==> config.mk <==
export PLATFORM = sky130hd
export DESIGN_NAME = tca_ctrl
export DESIGN_NICKNAME = d
export VERILOG_FILES = /design/src/design/tca_pkg.sv /design/src/design/tca_ctrl.sv
export VERILOG_INCLUDE_DIRS = /design/src /design/src/design
export SDC_FILE = /design/constraint.sdc
export NUM_CORES = 1
export LEC_CHECK = 0
export BUFFER_PORTS_ARGS = -buffer_cell sky130_fd_sc_hd__buf_2
export CORE_MARGIN = 1
export CORE_UTILIZATION = 29
export DETAILED_ROUTE_END_ITERATION = 16
export PLACE_DENSITY = 0.54
export SYNTH_ARGS = -nofsm -noshare
export SYNTH_HDL_FRONTEND = slang
export SYNTH_SLANG_ARGS = --single-unit
==> constraint.sdc <==
create_clock -name pclk -period 5.4 [get_ports pclk]
set_input_delay 1.08 -clock pclk [delete_from_list [all_inputs] [get_ports pclk]]
set_output_delay 1.08 -clock pclk [all_outputs]
set_load 0.05 [all_outputs]
==> src/design/tca_map.svh <==
`ifndef TCA_MAP_SVH
`define TCA_MAP_SVH

// apb byte offsets, one 32-bit word per register
`define TCA_OFF_CFG 12'h000
`define TCA_OFF_STAT 12'h004
`define TCA_OFF_RES 12'h008
`define TCA_OFF_LOW 12'h00C
`define TCA_OFF_HIGH 12'h010
`define TCA_OFF_SLEW 12'h014

// register index, also the spi sub-address
`define TCA_IDX_CFG 3'h0
`define TCA_IDX_STAT 3'h1
`define TCA_IDX_RES 3'h2
`define TCA_IDX_LOW 3'h3
`define TCA_IDX_HIGH 3'h4
`define TCA_IDX_SLEW 3'h5
`define TCA_IDX_LAST 3'h5

// configuration fields
`define TCA_CFG_MODE 0
`define TCA_CFG_SHOT 1
`define TCA_CFG_COMP 2
`define TCA_CFG_LIMEN 3
`define TCA_CFG_DRDYEN 4
`define TCA_CFG_PER_LO 5
`define TCA_CFG_PER_HI 7
`define TCA_CFG_WMASK 16'h00FF
`define TCA_CFG_RST 16'h0008

// status fields
`define TCA_ST_HIGH 0
`define TCA_ST_LOW 1
`define TCA_ST_SLEW 2
`define TCA_ST_DRDY 3
`define TCA_ST_CRC 4

// limit reset values
`define TCA_LOW_RST 16'hEC00
`define TCA_HIGH_RST 16'h3E80
`define TCA_SLEW_RST 16'h0100

// spi command word fields
`define TCA_CMD_CRC 14
`define TCA_CMD_LEN_HI 13
`define TCA_CMD_LEN_LO 10
`define TCA_CMD_INC 9
`define TCA_CMD_READ 8
`define TCA_LEN_MAX 4'hA
`define TCA_CRC_POLY 16'h8005
`define TCA_CRC_INIT 16'hFFFF

// timing
`define TCA_CLK_PERIOD_NS 10
`define TCA_TICK_PERIOD_NS 1000000
`define TCA_CONV_ACT_MS 12'h008
`define TCA_PER0_MS 12'h010
`define TCA_PER1_MS 12'h020
`define TCA_PER2_MS 12'h040
`define TCA_PER3_MS 12'h07D
`define TCA_PER4_MS 12'h0FA
`define TCA_PER5_MS 12'h1F4
`define TCA_PER6_MS 12'h3E8
`define TCA_PER7_MS 12'hFA0

`endif

==> src/design/tca_pkg.sv <==
package tca_pkg;
	typedef enum logic [1:0]
	{
		TCA_CONV_OFF = 2'b00,
		TCA_CONV_ACT = 2'b01,
		TCA_CONV_STBY = 2'b10
	} tca_conv_t;

	typedef enum logic [1:0]
	{
		TCA_SPI_CMD = 2'b00,
		TCA_SPI_DATA = 2'b01,
		TCA_SPI_CRC = 2'b10,
		TCA_SPI_END = 2'b11
	} tca_spi_t;
endpackage

==> src/design/tca_ctrl.sv <==
// Overview of operation
// - a configuration bit enables the limit warning; disabled, comparisons never set it, but level mode still clears it on each result
// - when enabled, every finished result is compared to the low and high limit
// - a result outside the limits asserts the warning pin per pin mode
// - rise since previous result above unsigned threshold sets slew status; falls ignored
// - the rise check runs only in continuous conversion mode
// - checksum-requested read with valid length appends a 16-bit checksum word
// - checksum write mismatch drops the write and sets the checksum error flag
// - mode bit 0 runs conversions back to back: active conversion then standby
// - result register updates as soon as an active conversion ends, unless a config write lands in its last cycle
// - conversion-done flag is set whenever an active conversion completes without a config write in its last cycle
// - reading status or result clears the conversion-done flag
// - with done routing enabled the pin also shows the conversion-done flag
// - standby idles measurement but spi transactions are still served
// - active time fixed; a 3-bit field selects the whole conversion period
// - writing mode bit 1 shuts down at once and discards a partial conversion
// - mode changes keep status bits, and the pin stays until a status read in latched mode, until a later result in level mode
// - shutdown never newly raises slew status; a set one stays until a status read in latched mode, until a continuous result in level mode
// - writing single-shot 1 starts a fresh conversion, dropping any partial one
// - single-shot end: shutdown, mode bit set, single-shot bit cleared, done flag set
// - single-shot rewrite during active conversion restarts it; result unchanged
// - command bit 14 asks checksum, honoured only if length bits 13:10 in 1..1010b
// - changing pin mode between latched and level clears status and the pin
// - latched mode: status read clears event flags and releases the pin
`timescale 1ns/10ps
`include "tca_map.svh"

module tca_ctrl #(
	parameter int TICK_CYCLES = `TCA_TICK_PERIOD_NS / `TCA_CLK_PERIOD_NS,
	parameter int TEMP_W = 14
) (
	input wire logic pclk,
	input wire logic presetn,
	input wire logic psel,
	input wire logic penable,
	input wire logic pwrite,
	input wire logic [11:0] paddr,
	input wire logic [31:0] pwdata,
	output logic [31:0] prdata,
	output logic pready,
	output logic pslverr,
	input wire logic sclk,
	input wire logic cs_n,
	input wire logic sio_i,
	output logic sio_o,
	output logic sio_oe,
	input wire logic [TEMP_W-1:0] temp_in,
	output logic alert,
	output logic conv_active
);
	localparam int RES_PAD = 16 - TEMP_W;

	logic [15:0] cfg_q, stat_q, res_q, low_q, high_q, slew_q, prev_q;
	logic prev_ok_q;
	logic [31:0] prdata_q;
	logic alert_q;
	logic we, rd;
	logic [2:0] widx, ridx;
	logic [15:0] wdata;
	logic sw_q, srd_q, crc_err_q;
	logic [2:0] swi_q, sri_q;
	logic [15:0] swd_q;
	logic conv_done;
	logic single_q;
	tca_pkg::tca_conv_t cst_q;
	logic [11:0] pcnt_q;
	logic [$clog2(TICK_CYCLES+1)-1:0] tcnt_q;
	logic tick;

	function automatic logic [2:0] addr_idx(input logic [11:0] a);
		addr_idx = a[4:2];
	endfunction

	function automatic logic mapped(input logic [11:0] a);
		mapped = (a[1:0] == 2'h0) && (a[11:5] == 7'h00) && (a[4:2] <= `TCA_IDX_LAST);
	endfunction

	function automatic logic [15:0] reg_val(input logic [2:0] i, input logic [15:0] c,
		input logic [15:0] s, input logic [15:0] r, input logic [15:0] l,
		input logic [15:0] h, input logic [15:0] w);
		case (i)
			`TCA_IDX_CFG: reg_val = c;
			`TCA_IDX_STAT: reg_val = s;
			`TCA_IDX_RES: reg_val = r;
			`TCA_IDX_LOW: reg_val = l;
			`TCA_IDX_HIGH: reg_val = h;
			`TCA_IDX_SLEW: reg_val = w;
			default: reg_val = 16'h0000;
		endcase
	endfunction

	function automatic logic [11:0] period_ms(input logic [2:0] code);
		case (code)
			3'h0: period_ms = `TCA_PER0_MS;
			3'h1: period_ms = `TCA_PER1_MS;
			3'h2: period_ms = `TCA_PER2_MS;
			3'h3: period_ms = `TCA_PER3_MS;
			3'h4: period_ms = `TCA_PER4_MS;
			3'h5: period_ms = `TCA_PER5_MS;
			3'h6: period_ms = `TCA_PER6_MS;
			default: period_ms = `TCA_PER7_MS;
		endcase
	endfunction

	function automatic logic [15:0] crc_bit(input logic [15:0] c, input logic b);
		crc_bit = {c[14:0], 1'b0} ^ ((c[15] ^ b) ? `TCA_CRC_POLY : 16'h0000);
	endfunction

	// ---------------- apb slave; spi register writes take priority
	logic apb_acc;
	assign apb_acc = psel && penable;
	assign pready = !sw_q;
	assign pslverr = apb_acc && !mapped(paddr);
	assign prdata = prdata_q;
	assign we = sw_q || (apb_acc && pwrite && pready && mapped(paddr));
	assign widx = sw_q ? swi_q : addr_idx(paddr);
	assign wdata = sw_q ? swd_q : pwdata[15:0];
	assign rd = srd_q || (apb_acc && !pwrite && pready && mapped(paddr));
	assign ridx = srd_q ? sri_q : addr_idx(paddr);

	// read data is refreshed every cycle of the transfer, so it is one cycle old at most
	always_ff @(posedge pclk or negedge presetn)
	begin
		if (!presetn)
			prdata_q <= 32'h0000_0000;
		else if (psel && mapped(paddr))
			prdata_q <= {16'h0000, reg_val(addr_idx(paddr), cfg_q, stat_q, res_q, low_q,
				high_q, slew_q)};
		else
			prdata_q <= 32'h0000_0000;
	end

	// ---------------- configuration and limit registers
	logic cfg_we;
	assign cfg_we = we && (widx == `TCA_IDX_CFG);

	always_ff @(posedge pclk or negedge presetn)
	begin
		if (!presetn)
			cfg_q <= `TCA_CFG_RST;
		else if (cfg_we)
			cfg_q <= wdata & `TCA_CFG_WMASK;
		else if (conv_done && single_q)
		begin
			cfg_q[`TCA_CFG_MODE] <= 1'b1;
			cfg_q[`TCA_CFG_SHOT] <= 1'b0;
		end
	end

	always_ff @(posedge pclk or negedge presetn)
	begin
		if (!presetn)
		begin
			low_q <= `TCA_LOW_RST;
			high_q <= `TCA_HIGH_RST;
			slew_q <= `TCA_SLEW_RST;
		end
		else if (we)
		begin
			if (widx == `TCA_IDX_LOW)
				low_q <= wdata;
			if (widx == `TCA_IDX_HIGH)
				high_q <= wdata;
			if (widx == `TCA_IDX_SLEW)
				slew_q <= wdata;
		end
	end

	// ---------------- timebase and conversion sequencer
	always_ff @(posedge pclk or negedge presetn)
	begin
		if (!presetn)
			tcnt_q <= '0;
		else if (tick)
			tcnt_q <= '0;
		else
			tcnt_q <= tcnt_q + 1'b1;
	end
	assign tick = (tcnt_q == ($clog2(TICK_CYCLES+1))'(TICK_CYCLES - 1));

	always_ff @(posedge pclk or negedge presetn)
	begin
		if (!presetn)
		begin
			cst_q <= tca_pkg::TCA_CONV_OFF;
			pcnt_q <= 12'h000;
			single_q <= 1'b0;
		end
		else if (cfg_we && wdata[`TCA_CFG_SHOT])
		begin
			cst_q <= tca_pkg::TCA_CONV_ACT;
			pcnt_q <= 12'h000;
			single_q <= 1'b1;
		end
		else if (cfg_we && wdata[`TCA_CFG_MODE])
		begin
			cst_q <= tca_pkg::TCA_CONV_OFF;
			single_q <= 1'b0;
		end
		else if (cfg_we && cst_q == tca_pkg::TCA_CONV_OFF)
		begin
			cst_q <= tca_pkg::TCA_CONV_ACT;
			pcnt_q <= 12'h000;
		end
		else if (tick)
		begin
			case (cst_q)
				tca_pkg::TCA_CONV_ACT:
				begin
					pcnt_q <= pcnt_q + 12'h001;
					if (pcnt_q == `TCA_CONV_ACT_MS - 12'h001)
					begin
						cst_q <= single_q ? tca_pkg::TCA_CONV_OFF : tca_pkg::TCA_CONV_STBY;
						single_q <= 1'b0;
					end
				end
				tca_pkg::TCA_CONV_STBY:
				begin
					// period covers active plus standby, restarted from zero
					if (pcnt_q >= period_ms(cfg_q[`TCA_CFG_PER_HI:`TCA_CFG_PER_LO]) - 12'h001)
					begin
						cst_q <= tca_pkg::TCA_CONV_ACT;
						pcnt_q <= 12'h000;
					end
					else
						pcnt_q <= pcnt_q + 12'h001;
				end
				default: cst_q <= tca_pkg::TCA_CONV_OFF;
			endcase
		end
	end

	// completion is seen the cycle the active phase ends
	assign conv_done = tick && (cst_q == tca_pkg::TCA_CONV_ACT) && !cfg_we
		&& (pcnt_q == `TCA_CONV_ACT_MS - 12'h001);
	assign conv_active = (cst_q == tca_pkg::TCA_CONV_ACT);

	// ---------------- result, history and comparisons
	logic [15:0] new_res;
	logic signed [16:0] rise;
	logic hi_x, lo_x, slew_x, cont;
	assign new_res = {temp_in, {RES_PAD{1'b0}}};
	assign rise = $signed({new_res[15], new_res}) - $signed({prev_q[15], prev_q});
	assign cont = !cfg_q[`TCA_CFG_MODE] && !single_q;
	assign hi_x = cfg_q[`TCA_CFG_LIMEN] && ($signed(new_res) > $signed(high_q));
	assign lo_x = cfg_q[`TCA_CFG_LIMEN] && ($signed(new_res) < $signed(low_q));
	// only a rise counts, and only with a fixed interval behind it
	assign slew_x = cont && prev_ok_q && (rise > $signed({1'b0, slew_q}));

	always_ff @(posedge pclk or negedge presetn)
	begin
		if (!presetn)
		begin
			res_q <= 16'h0000;
			prev_q <= 16'h0000;
			prev_ok_q <= 1'b0;
		end
		else if (conv_done)
		begin
			res_q <= new_res;
			prev_q <= new_res;
			prev_ok_q <= cont;
		end
		else if (cst_q == tca_pkg::TCA_CONV_OFF)
			prev_ok_q <= 1'b0;
	end

	// ---------------- status: sets win over read clears
	logic comp_chg, st_rd, res_rd, comp;
	logic [15:0] st_set, st_clr;
	assign comp = cfg_q[`TCA_CFG_COMP];
	assign comp_chg = cfg_we && (wdata[`TCA_CFG_COMP] != comp);
	assign st_rd = rd && (ridx == `TCA_IDX_STAT);
	assign res_rd = rd && (ridx == `TCA_IDX_RES);

	always_comb
	begin
		st_set = 16'h0000;
		st_clr = 16'h0000;
		if (conv_done)
		begin
			st_set[`TCA_ST_HIGH] = hi_x;
			st_set[`TCA_ST_LOW] = lo_x;
			st_set[`TCA_ST_SLEW] = slew_x;
			st_set[`TCA_ST_DRDY] = 1'b1;
			if (comp)
			begin
				// level mode tracks the latest comparison; slew holds in shutdown
				st_clr[`TCA_ST_HIGH] = 1'b1;
				st_clr[`TCA_ST_LOW] = 1'b1;
				st_clr[`TCA_ST_SLEW] = cont;
			end
		end
		st_set[`TCA_ST_CRC] = crc_err_q;
		if (st_rd || res_rd)
			st_clr[`TCA_ST_DRDY] = 1'b1;
		if (st_rd && !comp)
		begin
			st_clr[`TCA_ST_HIGH] = 1'b1;
			st_clr[`TCA_ST_LOW] = 1'b1;
			st_clr[`TCA_ST_SLEW] = 1'b1;
			st_clr[`TCA_ST_CRC] = 1'b1;
		end
		if (st_rd && comp)
			st_clr[`TCA_ST_CRC] = 1'b1;
	end

	// mode switches touch nothing here; only a pin mode change wipes status
	always_ff @(posedge pclk or negedge presetn)
	begin
		if (!presetn)
			stat_q <= 16'h0000;
		else if (comp_chg)
			stat_q <= 16'h0000;
		else
			stat_q <= (stat_q & ~st_clr) | st_set;
	end

	// pin drops in the same cycle the status is wiped
	always_ff @(posedge pclk or negedge presetn)
	begin
		if (!presetn)
			alert_q <= 1'b0;
		else if (comp_chg)
			alert_q <= 1'b0;
		else
			alert_q <= (|stat_q[`TCA_ST_SLEW:`TCA_ST_HIGH])
				|| (cfg_q[`TCA_CFG_DRDYEN] && stat_q[`TCA_ST_DRDY]);
	end
	assign alert = alert_q;

	// ---------------- spi link, sampled on pclk
	logic sclk_s1, sclk_s2, sclk_s3, cs_s1, cs_s2, sio_s1, sio_s2;
	always_ff @(posedge pclk or negedge presetn)
	begin
		if (!presetn)
		begin
			sclk_s1 <= 1'b0;
			sclk_s2 <= 1'b0;
			sclk_s3 <= 1'b0;
			cs_s1 <= 1'b1;
			cs_s2 <= 1'b1;
			sio_s1 <= 1'b0;
			sio_s2 <= 1'b0;
		end
		else
		begin
			sclk_s1 <= sclk;
			sclk_s2 <= sclk_s1;
			sclk_s3 <= sclk_s2;
			cs_s1 <= cs_n;
			cs_s2 <= cs_s1;
			sio_s1 <= sio_i;
			sio_s2 <= sio_s1;
		end
	end

	tca_pkg::tca_spi_t sp_q;
	logic [3:0] bit_q, len_q, wcnt_q, cm_q, cmi_q;
	logic [15:0] shi_q, sho_q, crc_q, crc_n, word_n;
	logic rd_q, crc_on_q, inc_q, oe_q, s_rise, s_fall, sbit;
	logic [2:0] addr_q, addr_n, cma_q;
	logic [15:0] wbuf [0:9];
	logic [3:0] w_len;

	assign s_rise = !cs_s2 && sclk_s2 && !sclk_s3;
	assign s_fall = !cs_s2 && !sclk_s2 && sclk_s3;
	// checksum covers the bits actually on the wire, from either end
	assign sbit = (sp_q == tca_pkg::TCA_SPI_DATA && rd_q) ? sho_q[15] : sio_s2;
	assign crc_n = crc_bit(crc_q, sbit);
	assign word_n = {shi_q[14:0], sio_s2};
	assign w_len = word_n[`TCA_CMD_LEN_HI:`TCA_CMD_LEN_LO];
	assign addr_n = inc_q ? addr_q + 3'h1 : addr_q;
	assign sio_o = sho_q[15];
	assign sio_oe = oe_q && !cs_s2;

	always_ff @(posedge pclk)
	begin
		if (s_rise && bit_q == 4'hF && sp_q == tca_pkg::TCA_SPI_DATA && !rd_q && crc_on_q)
			wbuf[wcnt_q] <= word_n;
	end

	always_ff @(posedge pclk or negedge presetn)
	begin
		if (!presetn)
		begin
			sp_q <= tca_pkg::TCA_SPI_CMD;
			bit_q <= 4'h0;
			shi_q <= 16'h0000;
			sho_q <= 16'h0000;
			crc_q <= `TCA_CRC_INIT;
			{rd_q, crc_on_q, inc_q, oe_q} <= 4'h0;
			{len_q, wcnt_q, cm_q, cmi_q} <= 16'h0000;
			{addr_q, cma_q, swi_q, sri_q} <= 12'h000;
			{sw_q, srd_q, crc_err_q} <= 3'h0;
			swd_q <= 16'h0000;
		end
		else
		begin
			sw_q <= 1'b0;
			srd_q <= 1'b0;
			crc_err_q <= 1'b0;
			if (cm_q != 4'h0)
			begin
				// checked words go to the registers one per cycle after the checksum
				sw_q <= 1'b1;
				swi_q <= cma_q;
				swd_q <= wbuf[cmi_q];
				cma_q <= inc_q ? cma_q + 3'h1 : cma_q;
				cmi_q <= cmi_q + 4'h1;
				cm_q <= cm_q - 4'h1;
			end
			if (cs_s2)
			begin
				sp_q <= tca_pkg::TCA_SPI_CMD;
				bit_q <= 4'h0;
				crc_q <= `TCA_CRC_INIT;
				oe_q <= 1'b0;
			end
			else if (s_fall && bit_q != 4'h0)
				sho_q <= {sho_q[14:0], 1'b0};
			else if (s_rise)
			begin
				bit_q <= bit_q + 4'h1;
				shi_q <= word_n;
				if (sp_q != tca_pkg::TCA_SPI_CRC)
					crc_q <= crc_n;
				if (bit_q == 4'hF)
				begin
					case (sp_q)
						tca_pkg::TCA_SPI_CMD:
						begin
							// invalid length silently turns the checksum off
							crc_on_q <= word_n[`TCA_CMD_CRC] && w_len != 4'h0
								&& w_len <= `TCA_LEN_MAX;
							len_q <= w_len;
							rd_q <= word_n[`TCA_CMD_READ];
							inc_q <= word_n[`TCA_CMD_INC];
							addr_q <= word_n[2:0];
							cma_q <= word_n[2:0];
							wcnt_q <= 4'h0;
							sp_q <= tca_pkg::TCA_SPI_DATA;
							if (word_n[`TCA_CMD_READ])
							begin
								sho_q <= reg_val(word_n[2:0], cfg_q, stat_q, res_q, low_q,
									high_q, slew_q);
								srd_q <= 1'b1;
								sri_q <= word_n[2:0];
								oe_q <= 1'b1;
							end
						end
						tca_pkg::TCA_SPI_DATA:
						begin
							wcnt_q <= wcnt_q + 4'h1;
							addr_q <= addr_n;
							if (crc_on_q && wcnt_q + 4'h1 == len_q)
							begin
								sp_q <= tca_pkg::TCA_SPI_CRC;
								if (rd_q)
									sho_q <= crc_n;
							end
							else if (rd_q)
							begin
								sho_q <= reg_val(addr_n, cfg_q, stat_q, res_q, low_q,
									high_q, slew_q);
								srd_q <= 1'b1;
								sri_q <= addr_n;
							end
							else if (!crc_on_q)
							begin
								sw_q <= 1'b1;
								swi_q <= addr_q;
								swd_q <= word_n;
							end
						end
						tca_pkg::TCA_SPI_CRC:
						begin
							sp_q <= tca_pkg::TCA_SPI_END;
							oe_q <= 1'b0;
							if (!rd_q && word_n == crc_q)
							begin
								cm_q <= len_q;
								cmi_q <= 4'h0;
							end
							else if (!rd_q)
								crc_err_q <= 1'b1;
						end
						default: sp_q <= tca_pkg::TCA_SPI_END;
					endcase
				end
			end
		end
	end
endmodule

==> reports/summary.txt <==
Area growth from synthesis to layout -> 13.0%
Dpl ws -> 1050 ps
DR pass1 iterations -> 5
RSZ-0062 raised after global routing -> no
Post-synth top area share -> 24.5%
CP endpoint kind -> flip-flop
Critical Path RT -> 5860 ps
Post-DP HPWL -> 41.2 mm
YS warnings -> 0
Sequential share of power -> 49.6%
Clock input transition at the sequential cells of the worst setup and hold paths -> 60 ps
Final Max Tran Viols -> 0
N_diodes -> 0
Drt drc -> 0
Combinational share of power -> 9.3%
Routed wire length -> 59.6 mm
Crit path DAT -> 4310 ps
Post-Syn Area -> 20,900 µm²
Largest net degree at the start of global routing -> 123
Register area -> 10,800 µm²
Hold WC Path Type -> flip-flop to flip-flop
Root Driver -> clkbuf_16
Fillers -> 7,141
Synth top cells by count -> dfrtp_1 (205), nor2_1 (177), edfxtp_1 (160)
Final ANT Viol Nets -> 0
Netlist cell types -> 74
Final period util -> 71.3%
Slew margin rel. -> 11.1%
Grt total ovfl -> 0
Sequential element share of the synthesized area -> 51.3%
Power Density -> 300 nW/µm²
Layout cells sized above 1 -> 14.8%
Total leakage power -> 9.29 nW
Post-layout minimum cycle time -> 3850 ps
Io pins -> 104
RePlAce Congestion -> 0.908
Post-CTS Resized -> 0
Via density -> 5.20
Area contributors post-synth -> dfrtp_1 (24%), edfxtp_1 (23%), ha_1 (5.0%)
Die ar. -> 73,300 µm²
Yosys reg bits -> 396
Net switching power -> 1.91 mW
Die span in x -> 271 µm
PnR worst setup slack -> 1550 ps
Sum of negative setup slack -> 0 ps
Vias in the first global route -> 15,000
Mapped Cells -> 1,921
Clock sinks -> 396
Initial antenna violation count -> 0
Top FF cell, synth -> dfrtp_1
Max Cap Viol -> 0
CTS tree -> done
WP buf/inv -> 1
CTS Hold Buffers Added -> 0
CP delay by family, top -> compound AO/OA/AOI/OAI gates
Cell internal pwr -> 5.19 mW
Final setup vio count -> 0
Critical-path maximum fanout -> 6
First-pass GRT wire length -> 92.5 mm
Worst-Skew Late Latency -> 620 ps
Vias -> 15,300
CTS buffer count -> 42
Area of the multi-input gates -> 9370 µm²
Post-synth ARST share -> 59.6%
Worst setup SP type -> flip-flop
Max Root-Sink Buffers -> 3
Core Rows -> 98
Number of synthesized flops with an enable pin -> 160
Core Area -> 71,500 µm²
Status -> completed
Max Clock Skew -> 78.9 ps
Max VDD drop -> 0.235 mV
Final net count -> 2,109
Part of the power in the clock network -> 41.1%
Post-CTS setup buffers -> 0
Max stage delay on crit path -> 550 ps
Least-Margin Pin Slew -> 1330 ps
Routed wire length per instance -> 20.2 µm
Syn avg cell area -> 10.9 µm²
PortBufs -> 71
DRT iter0 DRCs -> 1,407
Die height -> 271 µm
Setup CP Type -> flip-flop to flip-flop
Fmax -> 0.260 GHz
Starting Density -> 29.3%
Fraction of power spent switching nets -> 27.0%
Cell taking the most area after synthesis -> dfrtp_1
H-tree depth -> 2
Top-count cell post-synth -> dfrtp_1
Total track usage -> 16.2%
Critical-path cell list -> inv_1, ha_1, nor2b_1, o21ai_0, a21boi_0, or3_1, a21oi_1, xnor2_1, ha_1, nand2_1, nor2_1, a2111oi_0, a221oi_1, o311ai_0, o21ai_0
Slowest cell on crit path -> dfrtp_1
Hold violation count in the final report -> 0
## layout make-up
cell class / count / share of cell area, %
clock buffers: 57 / 4.89
clock inverters: 21 / 0.988
inverters: 105 / 1.66
multi-input cells: 1314 / 39.6
flip-flops and latches: 396 / 45.4
well taps: 950 / 5.02
repair buffers: 99 / 2.43
## per-layer routing
metal / share of wire [%] / GRT usage, % / wire length (µm)
met5: 0 / 0 / 0
met4: 3.0 / 5.23 / 1810
met1: 44 / 22.1 / 26500
met3: 5.7 / 2.42 / 3380
met2: 47 / 26.4 / 27900
## cell families after synthesis
| logic type | after synthesis | share of synthesized area, % |
|---|---|---|
| adder cells (fa/ha/maj) | 85 | 5.11 |
| AO/OA/AOI/OAI | 495 | 15.2 |
| AND/OR/NAND/NOR | 514 | 12.0 |
| flip-flops | 396 | 51.3 |
| buffers and inverters | 226 | 4.38 |
| multiplexers | 137 | 9.16 |
| other | 1 | 0.0179 |
| XOR/XNOR | 67 | 2.80 |
## registers in the layout, indices dropped and copies added, names as in the netlist, 4 cells and up
register and cells:
crc_q 16, cm_q 4, wbuf 160, bit_q 4, prdata 16, cfg_q 8
wcnt_q 4, sho_q 16, low_q 16, slew_q 16, tcnt_q 17, res_q 14
swd_q 16, stat_q 5, pcnt_q 12, len_q 4, high_q 16, shi_q 15
cmi_q 4
## power by group through the flow
stage | clock network, mW | registers, mW | logic, mW
finish | 2.92 | 3.52 | 0.659
CTS | 2.99 | 3.52 | 0.659
global placement | 0 | 3.57 | 0.643
detailed placement | 0 | 3.58 | 0.654
floorplan | 0 | 3.48 | 0.452
global route | 3.11 | 3.54 | 0.731
## layout by cell type, fill, tap and decap left out, drive strengths merged, types with 31 or more instances in the layout
cell,n
a211oi,53
a21oi,155
buf,99
clkbuf,57
dfrtp,205
dfstp,31
edfxtp,160
ha,84
inv,106
mux2,37
mux2i,60
mux4,40
nand2,112
nand3,38
nor2,177
nor2b,32
o21ai,93
xor2,39
## worst paths after layout
kind | endpoint | startpoint | slack [ps] | cells after the start
hold reg to reg | sio_s2 | sio_s1 | 350 | 0
max in group asynchronous | bit_q[2] | presetn | 3530 | 2
min in group asynchronous | tcnt_q[9] | presetn | 560 | 1
setup reg to reg | stat_q[2] | res_q[3] | 1550 | 15
hold / removal | sio_s2 | sio_s1 | 350 | 0
setup / recovery | stat_q[2] | res_q[3] | 1550 | 15
## through the flow
| step | instances | cell area [µm²] | util [%] | power [mW] | hold slack (ps) |
|---|---|---|---|---|---|
| 6_report | 2942 | 23700 | 33.1 | 7.10 | 345 |
| 5_1_grt | 2942 | 23700 | 33.1 | 7.38 | 352 |
| 4_1_cts | 2942 | 23700 | 33.1 | 7.18 | 348 |
| 3_3_place_gp | 2864 | 22300 | 31.2 | 4.21 | 337 |
| 2_1_floorplan | 1936 | 21000 | - | 3.93 | 331 |
| 3_5_place_dp | 2864 | 22300 | 31.2 | 4.24 | 335 |
Note: power is estimated with default switching activity, not from simulation.
